**src/hdl/acp_pkg.sv**
```systemverilog
package acp_pkg;

  // ---------------------------------------------------------------
  // register offsets
  // ---------------------------------------------------------------
  localparam logic [11:0] OFS_KEYSTREAM_START = 12'h000;
  localparam logic [11:0] OFS_START_A = 12'h004;
  localparam logic [11:0] OFS_HALT = 12'h008;
  localparam logic [11:0] OFS_SPEED_OVERRIDE_TRIG = 12'h00c;
  localparam logic [11:0] OFS_KEYSTREAM_DONE = 12'h100;
  localparam logic [11:0] OFS_START_A_DONE = 12'h104;
  localparam logic [11:0] OFS_FAULT = 12'h108;
  localparam logic [11:0] OFS_EVENT_TASK_LINKS = 12'h200;
  localparam logic [11:0] OFS_IRQ_ENABLE_SET = 12'h304;
  localparam logic [11:0] OFS_IRQ_ENABLE_CLEAR = 12'h308;
  localparam logic [11:0] OFS_INTEGRITY = 12'h400;
  localparam logic [11:0] OFS_ENGINE_ENABLE = 12'h500;
  localparam logic [11:0] OFS_MODE = 12'h504;
  localparam logic [11:0] OFS_KEY_STRUCT_PTR = 12'h508;
  localparam logic [11:0] OFS_SOURCE_PTR = 12'h50c;
  localparam logic [11:0] OFS_DEST_PTR = 12'h510;
  localparam logic [11:0] OFS_WORK_AREA_PTR = 12'h514;
  localparam logic [11:0] OFS_LONG_KS_LEN = 12'h518;
  localparam logic [11:0] OFS_SPEED_OVERRIDE_VAL = 12'h51c;

  // ---------------------------------------------------------------
  // field layout and constants
  // ---------------------------------------------------------------
  localparam int MODE_DECRYPT_BIT = 0;
  localparam int MODE_SPEED_LSB = 16;
  localparam int MODE_LONG_BIT = 24;
  localparam logic [1:0] ENGINE_ON = 2'h2;
  localparam logic [15:0] CFG_WORDS = 16'h0009;
  localparam logic [31:0] SHORT_KS_BYTES = 32'h0000001b;
  localparam logic [7:0] MIC_BYTES = 8'h04;
  localparam logic [31:0] PAYLOAD_OFS = 32'h00000004;
  localparam logic [31:0] RESET_WORD = 32'h00000000;

  typedef enum logic [3:0] {
    ST_IDLE, ST_CFG, ST_KS, ST_HDR_RD, ST_HDR_WR, ST_KS_RD,
    ST_SRC_RD, ST_DST_WR, ST_MIC
  } acp_state_t;

  typedef struct packed {
    acp_state_t st;
    logic [15:0] idx;
    logic [15:0] cnt;
    logic [7:0] len;
    logic [31:0] tmp;
    logic [31:0] ks_acc;
    logic [31:0] mic;
    logic start_a_pend;
    logic ev_ks;
    logic ev_cr;
    logic ev_er;
    logic [2:0] inten;
    logic shortcut;
    logic mic_ok;
    logic [1:0] enable;
    logic [31:0] mode;
    logic [31:0] key_ptr;
    logic [31:0] src_ptr;
    logic [31:0] dst_ptr;
    logic [31:0] work_ptr;
    logic [31:0] long_len;
    logic [31:0] ovr_val;
    logic [1:0] speed;
    logic [31:0] rdata;
    logic dma_req;
    logic dma_we;
    logic [31:0] dma_addr;
    logic [31:0] dma_wdata;
    logic p_ks;
    logic p_cr;
    logic p_er;
    logic irq;
  } acp_regs_t;

endpackage

```
**src/hdl/acp_engine.sv**
```systemverilog
`timescale 1ns/1ps
module acp_engine (
  input wire logic CORE_CLK_IN, // system clock
  input wire logic RESET_N_IN, // async reset, active low
  input wire logic [11:0] REG_ADDR_IN, // register byte address
  input wire logic [31:0] REG_WDATA_IN, // register write data
  input wire logic REG_WR_IN, // write strobe
  input wire logic REG_RD_IN, // read strobe
  output logic [31:0] REG_RDATA_OUT, // read data, cycle after strobe
  input wire logic HW_KEYSTREAM_START_IN, // hardware keystream task
  input wire logic HW_START_A_IN, // hardware start_a task
  input wire logic HW_HALT_IN, // hardware halt task
  input wire logic HW_SPEED_OVERRIDE_IN, // hardware override task
  output logic DMA_REQ_OUT, // dma request, held until ack or halt
  output logic DMA_WE_OUT, // dma write when high
  output logic [31:0] DMA_ADDR_OUT, // dma byte address
  output logic [31:0] DMA_WDATA_OUT, // dma write data
  input wire logic DMA_ACK_IN, // dma access done
  input wire logic [31:0] DMA_RDATA_IN, // dma read data at ack
  input wire logic DMA_COLLISION_IN, // shared ram collision
  output logic [1:0] LINK_SPEED_OUT, // effective link speed field
  output logic KEYSTREAM_DONE_OUT, // keystream done pulse
  output logic START_A_DONE_OUT, // start_a done pulse
  output logic FAULT_OUT, // fault pulse
  output logic IRQ_OUT // level interrupt
);

  acp_pkg::acp_regs_t q, d;

  // ---------------------------------------------------------------
  // helpers
  // ---------------------------------------------------------------
  function automatic logic [15:0] words(input logic [31:0] nbytes);
    logic [31:0] w;
    w = (nbytes + 32'h00000003) >> 2;
    if (w == 32'h0) begin
      w = 32'h00000001;
    end
    return w[15:0];
  endfunction

  function automatic logic [31:0] waddr(input logic [31:0] base,
                                        input logic [15:0] i);
    return base + {14'h0, i, 2'b00};
  endfunction

  // ---------------------------------------------------------------
  // next state
  // ---------------------------------------------------------------
  always_comb begin
    logic ks_go;
    logic cr_go;
    logic halt_go;
    logic ovr_go;
    logic ev_ks;
    logic ev_cr;
    logic ev_er;
    logic ack;
    logic dec;
    logic crypting;
    logic [31:0] rd;
    logic [7:0] plen;
    ks_go = HW_KEYSTREAM_START_IN;
    cr_go = HW_START_A_IN;
    halt_go = HW_HALT_IN;
    ovr_go = HW_SPEED_OVERRIDE_IN;
    ev_ks = 1'b0;
    ev_cr = 1'b0;
    ev_er = 1'b0;
    ack = q.dma_req && DMA_ACK_IN;
    dec = q.mode[acp_pkg::MODE_DECRYPT_BIT];
    crypting = (q.st != acp_pkg::ST_IDLE) && (q.st != acp_pkg::ST_CFG)
               && (q.st != acp_pkg::ST_KS);
    rd = acp_pkg::RESET_WORD;
    plen = 8'h00;
    d = q;

    // register writes
    if (REG_WR_IN) begin
      if (REG_ADDR_IN == acp_pkg::OFS_KEYSTREAM_START) begin
        ks_go = ks_go | REG_WDATA_IN[0];
      end else if (REG_ADDR_IN == acp_pkg::OFS_START_A) begin
        cr_go = cr_go | REG_WDATA_IN[0];
      end else if (REG_ADDR_IN == acp_pkg::OFS_HALT) begin
        halt_go = halt_go | REG_WDATA_IN[0];
      end else if (REG_ADDR_IN == acp_pkg::OFS_SPEED_OVERRIDE_TRIG) begin
        ovr_go = ovr_go | REG_WDATA_IN[0];
      end else if (REG_ADDR_IN == acp_pkg::OFS_KEYSTREAM_DONE) begin
        d.ev_ks = REG_WDATA_IN[0];
      end else if (REG_ADDR_IN == acp_pkg::OFS_START_A_DONE) begin
        d.ev_cr = REG_WDATA_IN[0];
      end else if (REG_ADDR_IN == acp_pkg::OFS_FAULT) begin
        d.ev_er = REG_WDATA_IN[0];
      end else if (REG_ADDR_IN == acp_pkg::OFS_EVENT_TASK_LINKS) begin
        d.shortcut = REG_WDATA_IN[0];
      end else if (REG_ADDR_IN == acp_pkg::OFS_IRQ_ENABLE_SET) begin
        d.inten = q.inten | REG_WDATA_IN[2:0];
      end else if (REG_ADDR_IN == acp_pkg::OFS_IRQ_ENABLE_CLEAR) begin
        d.inten = q.inten & ~REG_WDATA_IN[2:0];
      end else if (REG_ADDR_IN == acp_pkg::OFS_ENGINE_ENABLE) begin
        d.enable = REG_WDATA_IN[1:0];
      end else if (REG_ADDR_IN == acp_pkg::OFS_MODE) begin
        d.mode = REG_WDATA_IN;
      end else if (REG_ADDR_IN == acp_pkg::OFS_KEY_STRUCT_PTR) begin
        d.key_ptr = REG_WDATA_IN;
      end else if (REG_ADDR_IN == acp_pkg::OFS_SOURCE_PTR) begin
        d.src_ptr = REG_WDATA_IN;
      end else if (REG_ADDR_IN == acp_pkg::OFS_DEST_PTR) begin
        d.dst_ptr = REG_WDATA_IN;
      end else if (REG_ADDR_IN == acp_pkg::OFS_WORK_AREA_PTR) begin
        d.work_ptr = REG_WDATA_IN;
      end else if (REG_ADDR_IN == acp_pkg::OFS_LONG_KS_LEN) begin
        d.long_len = REG_WDATA_IN;
      end else if (REG_ADDR_IN == acp_pkg::OFS_SPEED_OVERRIDE_VAL) begin
        d.ovr_val = REG_WDATA_IN;
      end
    end

    // register reads; an event register read clears it
    if (REG_RD_IN) begin
      if (REG_ADDR_IN == acp_pkg::OFS_KEYSTREAM_DONE) begin
        rd = {31'h0, q.ev_ks};
        d.ev_ks = 1'b0;
      end else if (REG_ADDR_IN == acp_pkg::OFS_START_A_DONE) begin
        rd = {31'h0, q.ev_cr};
        d.ev_cr = 1'b0;
      end else if (REG_ADDR_IN == acp_pkg::OFS_FAULT) begin
        rd = {31'h0, q.ev_er};
        d.ev_er = 1'b0;
      end else if (REG_ADDR_IN == acp_pkg::OFS_EVENT_TASK_LINKS) begin
        rd = {31'h0, q.shortcut};
      end else if (REG_ADDR_IN == acp_pkg::OFS_IRQ_ENABLE_SET ||
                   REG_ADDR_IN == acp_pkg::OFS_IRQ_ENABLE_CLEAR) begin
        rd = {29'h0, q.inten};
      end else if (REG_ADDR_IN == acp_pkg::OFS_INTEGRITY) begin
        rd = {31'h0, q.mic_ok};
      end else if (REG_ADDR_IN == acp_pkg::OFS_ENGINE_ENABLE) begin
        rd = {30'h0, q.enable};
      end else if (REG_ADDR_IN == acp_pkg::OFS_MODE) begin
        rd = q.mode;
      end else if (REG_ADDR_IN == acp_pkg::OFS_KEY_STRUCT_PTR) begin
        rd = q.key_ptr;
      end else if (REG_ADDR_IN == acp_pkg::OFS_SOURCE_PTR) begin
        rd = q.src_ptr;
      end else if (REG_ADDR_IN == acp_pkg::OFS_DEST_PTR) begin
        rd = q.dst_ptr;
      end else if (REG_ADDR_IN == acp_pkg::OFS_WORK_AREA_PTR) begin
        rd = q.work_ptr;
      end else if (REG_ADDR_IN == acp_pkg::OFS_LONG_KS_LEN) begin
        rd = q.long_len;
      end else if (REG_ADDR_IN == acp_pkg::OFS_SPEED_OVERRIDE_VAL) begin
        rd = q.ovr_val;
      end
    end
    d.rdata = rd;

    // task starts; ignored while disabled
    if (q.enable == acp_pkg::ENGINE_ON) begin
      if (ks_go && q.st == acp_pkg::ST_IDLE) begin
        d.st = acp_pkg::ST_CFG;
        d.idx = 16'h0;
        d.ks_acc = acp_pkg::RESET_WORD;
        d.start_a_pend = 1'b0;
      end else if (cr_go && q.st == acp_pkg::ST_IDLE) begin
        d.st = acp_pkg::ST_HDR_RD;
        d.speed = q.mode[acp_pkg::MODE_SPEED_LSB +: 2];
      end else if (cr_go && !crypting) begin
        d.start_a_pend = 1'b1;
      end
    end

    // engine sequence
    case (q.st)
      acp_pkg::ST_CFG: begin
        if (!q.dma_req) begin
          d.dma_req = 1'b1;
          d.dma_we = 1'b0;
          d.dma_addr = waddr(q.key_ptr, q.idx);
        end else if (ack) begin
          d.dma_req = 1'b0;
          d.ks_acc = {q.ks_acc[30:0], q.ks_acc[31]} ^ DMA_RDATA_IN;
          d.idx = q.idx + 16'h1;
          if (q.idx == acp_pkg::CFG_WORDS - 16'h1) begin
            d.st = acp_pkg::ST_KS;
            d.idx = 16'h0;
            if (q.mode[acp_pkg::MODE_LONG_BIT]) begin
              d.cnt = words(q.long_len);
            end else begin
              d.cnt = words(acp_pkg::SHORT_KS_BYTES);
            end
          end
        end
      end
      acp_pkg::ST_KS: begin
        if (!q.dma_req) begin
          d.dma_req = 1'b1;
          d.dma_we = 1'b1;
          d.dma_addr = waddr(q.work_ptr, q.idx);
          d.dma_wdata = q.ks_acc ^ {16'h0, q.idx};
        end else if (ack) begin
          d.dma_req = 1'b0;
          d.idx = q.idx + 16'h1;
          if (q.idx + 16'h1 == q.cnt) begin
            ev_ks = 1'b1;
            d.st = acp_pkg::ST_IDLE;
            if (q.shortcut || q.start_a_pend) begin
              d.st = acp_pkg::ST_HDR_RD;
              d.speed = q.mode[acp_pkg::MODE_SPEED_LSB +: 2];
            end
            d.start_a_pend = 1'b0;
          end
        end
      end
      acp_pkg::ST_HDR_RD: begin
        if (!q.dma_req) begin
          d.dma_req = 1'b1;
          d.dma_we = 1'b0;
          d.dma_addr = q.src_ptr;
        end else if (ack) begin
          d.dma_req = 1'b0;
          d.tmp = DMA_RDATA_IN;
          d.len = DMA_RDATA_IN[15:8];
          d.mic = acp_pkg::RESET_WORD;
          d.st = acp_pkg::ST_HDR_WR;
        end
      end
      acp_pkg::ST_HDR_WR: begin
        plen = q.len;
        if (dec) begin
          plen = (q.len >= acp_pkg::MIC_BYTES) ?
                 q.len - acp_pkg::MIC_BYTES : 8'h00;
        end
        if (!q.dma_req) begin
          d.dma_req = 1'b1;
          d.dma_we = 1'b1;
          d.dma_addr = q.dst_ptr;
          d.dma_wdata = q.tmp;
          if (q.len != 8'h00) begin
            d.dma_wdata[15:8] = dec ? plen : q.len + acp_pkg::MIC_BYTES;
          end
        end else if (ack) begin
          d.dma_req = 1'b0;
          d.idx = 16'h0;
          d.cnt = words({24'h0, plen});
          if (plen == 8'h00) begin
            d.st = (q.len == 8'h00) ? acp_pkg::ST_IDLE : acp_pkg::ST_MIC;
            ev_cr = (q.len == 8'h00);
          end else begin
            d.st = acp_pkg::ST_KS_RD;
          end
        end
      end
      acp_pkg::ST_KS_RD: begin
        if (!q.dma_req) begin
          d.dma_req = 1'b1;
          d.dma_we = 1'b0;
          d.dma_addr = waddr(q.work_ptr, q.idx);
        end else if (ack) begin
          d.dma_req = 1'b0;
          d.tmp = DMA_RDATA_IN;
          d.st = acp_pkg::ST_SRC_RD;
        end
      end
      acp_pkg::ST_SRC_RD: begin
        if (!q.dma_req) begin
          d.dma_req = 1'b1;
          d.dma_we = 1'b0;
          d.dma_addr = waddr(q.src_ptr + acp_pkg::PAYLOAD_OFS, q.idx);
        end else if (ack) begin
          d.dma_req = 1'b0;
          d.tmp = q.tmp ^ DMA_RDATA_IN;
          d.mic = q.mic ^ (dec ? q.tmp ^ DMA_RDATA_IN : DMA_RDATA_IN);
          d.st = acp_pkg::ST_DST_WR;
        end
      end
      acp_pkg::ST_DST_WR: begin
        if (!q.dma_req) begin
          d.dma_req = 1'b1;
          d.dma_we = 1'b1;
          d.dma_addr = waddr(q.dst_ptr + acp_pkg::PAYLOAD_OFS, q.idx);
          d.dma_wdata = q.tmp;
        end else if (ack) begin
          d.dma_req = 1'b0;
          d.idx = q.idx + 16'h1;
          d.st = acp_pkg::ST_KS_RD;
          if (q.idx + 16'h1 == q.cnt) begin
            d.st = acp_pkg::ST_MIC;
          end
        end
      end
      acp_pkg::ST_MIC: begin
        if (!q.dma_req) begin
          d.dma_req = 1'b1;
          d.dma_we = !dec;
          d.dma_addr = dec ? waddr(q.src_ptr + acp_pkg::PAYLOAD_OFS, q.cnt)
                           : waddr(q.dst_ptr + acp_pkg::PAYLOAD_OFS, q.cnt);
          d.dma_wdata = q.mic ^ q.ks_acc;
        end else if (ack) begin
          d.dma_req = 1'b0;
          d.mic_ok = dec ? (DMA_RDATA_IN == (q.mic ^ q.ks_acc)) : 1'b1;
          ev_cr = 1'b1;
          d.st = acp_pkg::ST_IDLE;
        end
      end
      default: begin
        d.dma_req = 1'b0;
      end
    endcase

    // on-the-fly speed change for a running start_a
    if (ovr_go && crypting) begin
      d.speed = q.ovr_val[1:0];
    end
    if (DMA_COLLISION_IN && crypting) begin
      ev_er = 1'b1;
    end
    if (halt_go) begin
      d.st = acp_pkg::ST_IDLE;
      d.dma_req = 1'b0;
      d.start_a_pend = 1'b0;
    end

    // events win over a clear in the same cycle
    d.ev_ks = d.ev_ks | ev_ks;
    d.ev_cr = d.ev_cr | ev_cr;
    d.ev_er = d.ev_er | ev_er;
    d.p_ks = ev_ks;
    d.p_cr = ev_cr;
    d.p_er = ev_er;
    d.irq = |({d.ev_er, d.ev_cr, d.ev_ks} & d.inten);
  end

  // ---------------------------------------------------------------
  // state register
  // ---------------------------------------------------------------
  always_ff @(posedge CORE_CLK_IN or negedge RESET_N_IN) begin
    if (!RESET_N_IN) begin
      q <= '0;
    end else begin
      q <= d;
    end
  end

  assign REG_RDATA_OUT = q.rdata;
  assign DMA_REQ_OUT = q.dma_req;
  assign DMA_WE_OUT = q.dma_we;
  assign DMA_ADDR_OUT = q.dma_addr;
  assign DMA_WDATA_OUT = q.dma_wdata;
  assign LINK_SPEED_OUT = q.speed;
  assign KEYSTREAM_DONE_OUT = q.p_ks;
  assign START_A_DONE_OUT = q.p_cr;
  assign FAULT_OUT = q.p_er;
  assign IRQ_OUT = q.irq;

endmodule

```
**config.mk**
```make
export PLATFORM = sky130hd
export DESIGN_NAME = acp_engine
export DESIGN_NICKNAME = d
export VERILOG_FILES = /design/src/hdl/acp_pkg.sv /design/src/hdl/acp_engine.sv
export SDC_FILE = /design/constraint.sdc
export NUM_CORES = 1
export LEC_CHECK = 0
export BUFFER_PORTS_ARGS = -buffer_cell sky130_fd_sc_hd__buf_4
export CORE_AREA = 2 2 355 357
export DETAILED_ROUTE_END_ITERATION = 10
export DIE_AREA = 0 0 357 359
export SYNTH_ARGS = -nofsm -noshare
export SYNTH_HDL_FRONTEND = slang
export SYNTH_SLANG_ARGS = --single-unit
```
**constraint.sdc**
```tcl
create_clock -name CORE_CLK_IN -period 5.1 [get_ports CORE_CLK_IN]
set_input_delay 0.255 -clock CORE_CLK_IN [delete_from_list [all_inputs] [get_ports CORE_CLK_IN]]
set_output_delay 0.255 -clock CORE_CLK_IN [all_outputs]
set_load 0.02 [all_outputs]
```
Word-level counts from Yosys, hierarchy flattened
Index checks and enable logic that the tools add are counted.

Add/subtract/negate cells: 13. Magnitude comparators: 1. Equal/unequal tests: 51. Mux-type cells: 151. Bitwise operators: 33. Reductions and logical operators: 43.

Operators with widths (number): 32-bit two-way mux (32); 33-bit one-hot mux with 8 select lines (1); 65-bit two-way mux (4); 32-bit by 18-bit adder with 32-bit output (6); 36-bit two-way mux (5); 33-bit two-way mux (4); 32-bit one-hot mux with 4 select lines (1); 32-bit XOR (4); 12-bit by 11-bit equality test with 1-bit output, second input constant (9); 20-bit two-way mux (5); 32-bit one-hot mux with 3 select lines (1); 32-bit by 3-bit adder with 32-bit output, second input constant (2); 32-bit zero test (2); 4-bit two-way mux (16); 16-bit one-hot mux with 4 select lines (1); 32-bit one-hot mux with 2 select lines (1); 16-bit two-way mux (3); 1-bit two-way mux (46); 7-bit two-way mux (6); 8-bit two-way mux (5); 2-bit != test, second input constant (19); 12-bit by 10-bit equality test with 1-bit output, second input constant (3); 12-bit by 9-bit equality test with 1-bit output, second input constant (3); 32-bit by 2-bit adder with 32-bit output, second input constant (1); other kinds (55) (112).

Register bits after elaboration: 479. Output and inout port bits: 104. Logic and storage cells: 324.

Depth between registers and ports, before layout
Depth after elaboration: 20. Mapped depth: 20. Mapped depth without buffers: 18.

Worst setup path after synthesis
OpenSTA, ideal clock, no wires.

Kind: reg2reg. Start: register q[296] (netlist name). End: register q (netlist bit DMA_ADDR_OUT[22]). Setup time: 0.126 ns. Data arrival time: 4.344 ns. Required time: 4.974 ns. Setup slack: 0.630 ns. Stages on the path, launching flop included: 18. Buffers on the path: 5. Clock period less this slack: 4.470 ns. Path through: dfrtp_1 > clkbuf_1 > buf_1 > clkbuf_1 > clkbuf_1 > buf_1 > nor2_1 > a21oi_1 > ha_1 > o21ai_0 > a21oi_1 > nand2b_1 > a221oi_1 > a311oi_1 > o21ai_1 > or3_1 > a21oi_1 > o32a_1.

Longest elaborated chain between the ends: 3.

RTL lines: start: declaration (RTL line acp_engine.sv:28) `acp_pkg::acp_regs_t q, d;`; start signal: assignment (RTL line acp_engine.sv:338) `q <= '0;`; start signal: assignment (RTL line acp_engine.sv:340) `q <= d;`; 32-bit two-way mux (RTL line acp_engine.sv:295) `d.dma_addr = dec ? waddr(q.src_ptr + acp_pkg::PAYLOAD_OFS, q.cnt)`; 65-bit two-way mux (RTL line acp_engine.sv:292) `if (!q.dma_req) begin`; 33-bit one-hot mux with 8 select lines (RTL line acp_engine.sv:173) `case (q.st)`.

Every way passes these cells. The select of a mux whose other input is x is not followed. A chain may end at the register's enable or synchronous reset.

Final worst setup path
Start: register q[234] (netlist name). End: register q (netlist bit DMA_ADDR_OUT[31]).

Longest elaborated chain between the ends: 5. Elaborated cells between the ends (all ways): 7.

RTL lines: 32-bit by 3-bit adder with 32-bit output (*) (RTL line acp_engine.sv:268, acp_engine.sv:295); 32-bit by 18-bit adder with 32-bit output (RTL line acp_engine.sv:44) `return base + {14'h0, i, 2'b00};`; 32-bit two-way mux (RTL line acp_engine.sv:295); 65-bit two-way mux (RTL line acp_engine.sv:292); 33-bit one-hot mux with 8 select lines (*) (RTL line acp_engine.sv:173).

Mark *: on every way between the ends. The rest lies on a longest branch, timed or not. The select of a mux whose other input is x is not followed.

==> flow_metrics.tcl <==
set metrics [dict create \
    crit_slowest_cell "dfrtp_1" \
    worst_slack_ps 358 \
    synth_cell_types 79 \
    irDropWorstVdd_mv 0.262 \
    p_comb_share_pct 16.0 \
    setup_violations 0 \
    reg2reg_slack_ps 360 \
    holdPathStages 3 \
    final_common_cell "dfrtp_1" \
    cts_max_level 2 \
    reg2reg_from "q[234]$_DFFE_PN0P_" \
    cts_buffers 58 \
    critical_path.most_common_cell "ha_1" \
    post-route-util_pct 29.0 \
    end_kind "flip-flop" \
    vias_per_cell 5.23 \
    startpoint_type "flip-flop" \
    worstSetupPathType "flip-flop to flip-flop" \
    cts_buffer_depth 3 \
    rsz0062_at_grt "no" \
    path_cells "ha_1, nand4_1, nor2_1, and4_1, and3_1, xnor2_1, a21oi_1, ha_1, nand3_1, nor3_1, o211ai_1, a311oi_1, buf_4, nand2_1, nor4_1, xor2_1, a221oi_1, a31oi_1" \
    synth_edf_count 0 \
    finalHoldWorstSlack_ps 60.0 \
    num_antenna_cells 0 \
    skew_ps 40.7 \
    post-route-min-period_ps 4740 \
    cp.arrival_ps 5260 \
    ys_warn_count 0 \
    postRouteAntennaNets 0 \
    sw_frac_of_total_pct 29.1 \
    internal_power_mw 7.56 \
    yosysTopAreaCellShare_pct 38.8 \
    slew_headroom_pct 20.9 \
    core_um2 125000 \
    dieArea_um2 128000 \
    fmax_mhz 211 \
    portBuffers 189 \
    syn_inst 3324 \
    avgSynthCellArea_um2 9.29 \
    tightestPinTransition_ps 1170 \
    clockRootBuffer "clkbuf_16" \
    start_util_pct 24.8 \
    hold_end "q[475]$_DFF_PN0_" \
    worst_path_largest_cell_delay_ps 480 \
    place_ws_ps 461 \
    synthFlopType "dfrtp_1" \
    post_cts_buffers 0 \
    layout-drive-gt1-share_pct 18.8 \
    r2r_end "DMA_ADDR_OUT[31]$_DFFE_PN0P_" \
    worstHoldPathType "primary input to flip-flop" \
    track_usage_pct 17.3 \
    dp_hpwl_um 83400 \
    required_ps 5620 \
    dr.first_iter.drc_count 2689 \
    grt_max_degree 175 \
    ys_seq_area_share_pct 38.8 \
    finalHoldViolCount 0 \
    ioPinCount 190 \
    r2r_cells 18 \
    grt_pass1_wl_um 170000 \
    syn_to_final_growth_pct 17.1 \
    yosysTopAreaCell "dfrtp_1" \
    cts_sinks 479 \
    antenna_found_initial 5 \
    drv_slew 0 \
    p_per_area_nw_per_um2 295 \
    drt-pass1-iter-count 7 \
    layout.nets 3509 \
    fp.dieW_um 357 \
    cp_max_fo 8 \
    row_count 130 \
    p_sw_mw 3.11 \
    drcViolationCount 0 \
    period_share_pct 93.0 \
    final_cell_mix "478 x dfrtp_1, 254 x buf_4, 249 x nand2_1" \
    dr_total_vias 26500 \
    post_drt_wl_per_cell_um 22.6 \
    cts_tree "done" \
    syn_area_um2 30900 \
    maxCapViolCount 0 \
    worstHoldStart "HW_HALT_IN" \
    pwr-share-clk_pct 43.5 \
    seqPwrFrac_pct 40.5 \
    critPathLaunch "q[234]$_DFFE_PN0P_" \
    gp_congestion 0.942 \
    tns_ps 0 \
    path_clk_slew_ps 60 \
    power_leakage_nw 15.5 \
    grt_pass1_vias 25300 \
    dp_cells 4885 \
    grt_overflow_total 0 \
    synth_seq_cells 479 \
    stdcell_count 5062 \
    postRouteWirelength_um 114000 \
    synth_area_leaders "dfrtp_1 39%, mux2_2 8.6%, xnor2_1 5.6%, a21oi_1 3.8%, o21ai_0 3.8%" \
    fp.dieH_um 359 \
    clk_latency_ps 680 \
    synth_nets 3471 \
    ys_async_sr_fraction_pct 100 \
    status "finished, final reports clean" \
]
[how the worst max path moves through the flow]
| stage | end | slack (ps) | depth (start not counted) |
|---|---|---|---|
| after floorplan | DMA_ADDR_OUT[22]$_DFFE_PN0P_ | 630 | 17 |
| after CTS | DMA_ADDR_OUT[31]$_DFFE_PN0P_ | 430 | 17 |
| after global routing | DMA_ADDR_OUT[31]$_DFFE_PN0P_ | 20 | 17 |
| final | DMA_ADDR_OUT[31]$_DFFE_PN0P_ | 360 | 18 |
| after global placement | DMA_ADDR_OUT[31]$_DFFE_PN0P_ | 520 | 17 |
| after detailed placement | DMA_ADDR_OUT[31]$_DFFE_PN0P_ | 460 | 17 |
[critical path, delay by kind of cell (launching register included)]
kind / cells / cell delay (ps)
buffers and inverters: 1 / 220
flip-flops: 1 / 480
AO/OA/AOI/OAI: 5 / 1000
AND/OR/NAND/NOR: 8 / 2000
adder cells (fa/ha/maj): 2 / 630
XOR/XNOR: 2 / 260
[state kept, by name, indices dropped and copies added (netlist names)]
name and cells:
q 375, IRQ_OUT 1, REG_RDATA_OUT 32, DMA_REQ_OUT 1, KEYSTREAM_DONE_OUT 1, FAULT_OUT 1, LINK_SPEED_OUT 2, DMA_WE_OUT 1
DMA_ADDR_OUT 32, DMA_WDATA_OUT 32, START_A_DONE_OUT 1
[power by group through the flow]
stage               logic, mW  clock network [mW]  registers (mW)
finish                   1.71                4.64            4.32
detailed placement       1.71                   0            4.40
global placement         1.70                   0            4.39
global route             1.86                4.89            4.36
CTS                      1.76                4.75            4.33
floorplan                1.20                   0            4.26
[synthesized netlist by cell type, drive strengths merged (7+ instances only)]
master  number
ha          58
o21ai      237
nand4       48
mux2       236
o221ai      87
a41oi        8
a222oi      17
a221o       27
inv         34
a211oi      11
a21oi      235
o211ai       9
xnor2      199
buf        148
clkbuf     200
dfrtp      479
a22oi       24
and2        18
a221oi      43
nor2       249
and3        23
nor2b       17
nand3b       7
a21boi       8
or3         13
nand2b      11
nor4        36
a31oi       32
mux2i       81
nor3        51
xor2       128
nand2      250
or4          8
and4        17
nand3      131
nor3b       26
a21o        22
o22ai       11
[metrics by stage]
stage                     power, mW  area, µm²
final                          10.7      36200
after global routing           11.1      36200
after CTS                      10.8      36200
after detailed placement       6.11      33300
after global placement         6.09      33300
after floorplan                5.47      30900
[layer usage]
layer | track usage, % | wire length (µm) | vias to the layer above
met2 | 27.2 | 51900 | 981
met4 | 5.58 | 3730 | 4
li1 | - | - | 12100
met5 | 0 | 15 | -
met3 | 3.15 | 8200 | 170
met1 | 24.0 | 50400 | 13200
[timing repair]
action	CTS	global route
endpoints found under the setup margin	0	0
gates resized for setup	0	0
hold endpoints to repair	377	0
hold buffers	67	0
[layout make-up]
cell class                 count  area (µm²)
fill                       13200       88400
multi-input combinational   2463       17100
sequential                   479       12000
timing repair buffer         326        2670
tap                         1650        2060
clock buffer                  72        1610
clock inverter                38         547
inverter                      34         128
[kinds of logic after synthesis]
kind of cell	Yosys count	synth area share [%]
multiplexers	318	11.3
flip-flops	479	38.8
buffers and inverters	382	5.90
AO/OA/AOI/OAI	834	17.5
XOR/XNOR	328	9.35
AND/OR/NAND/NOR	922	14.6
adder cells (fa/ha/maj)	61	2.55
No activity file was read; power rests on OpenSTA's default activity.
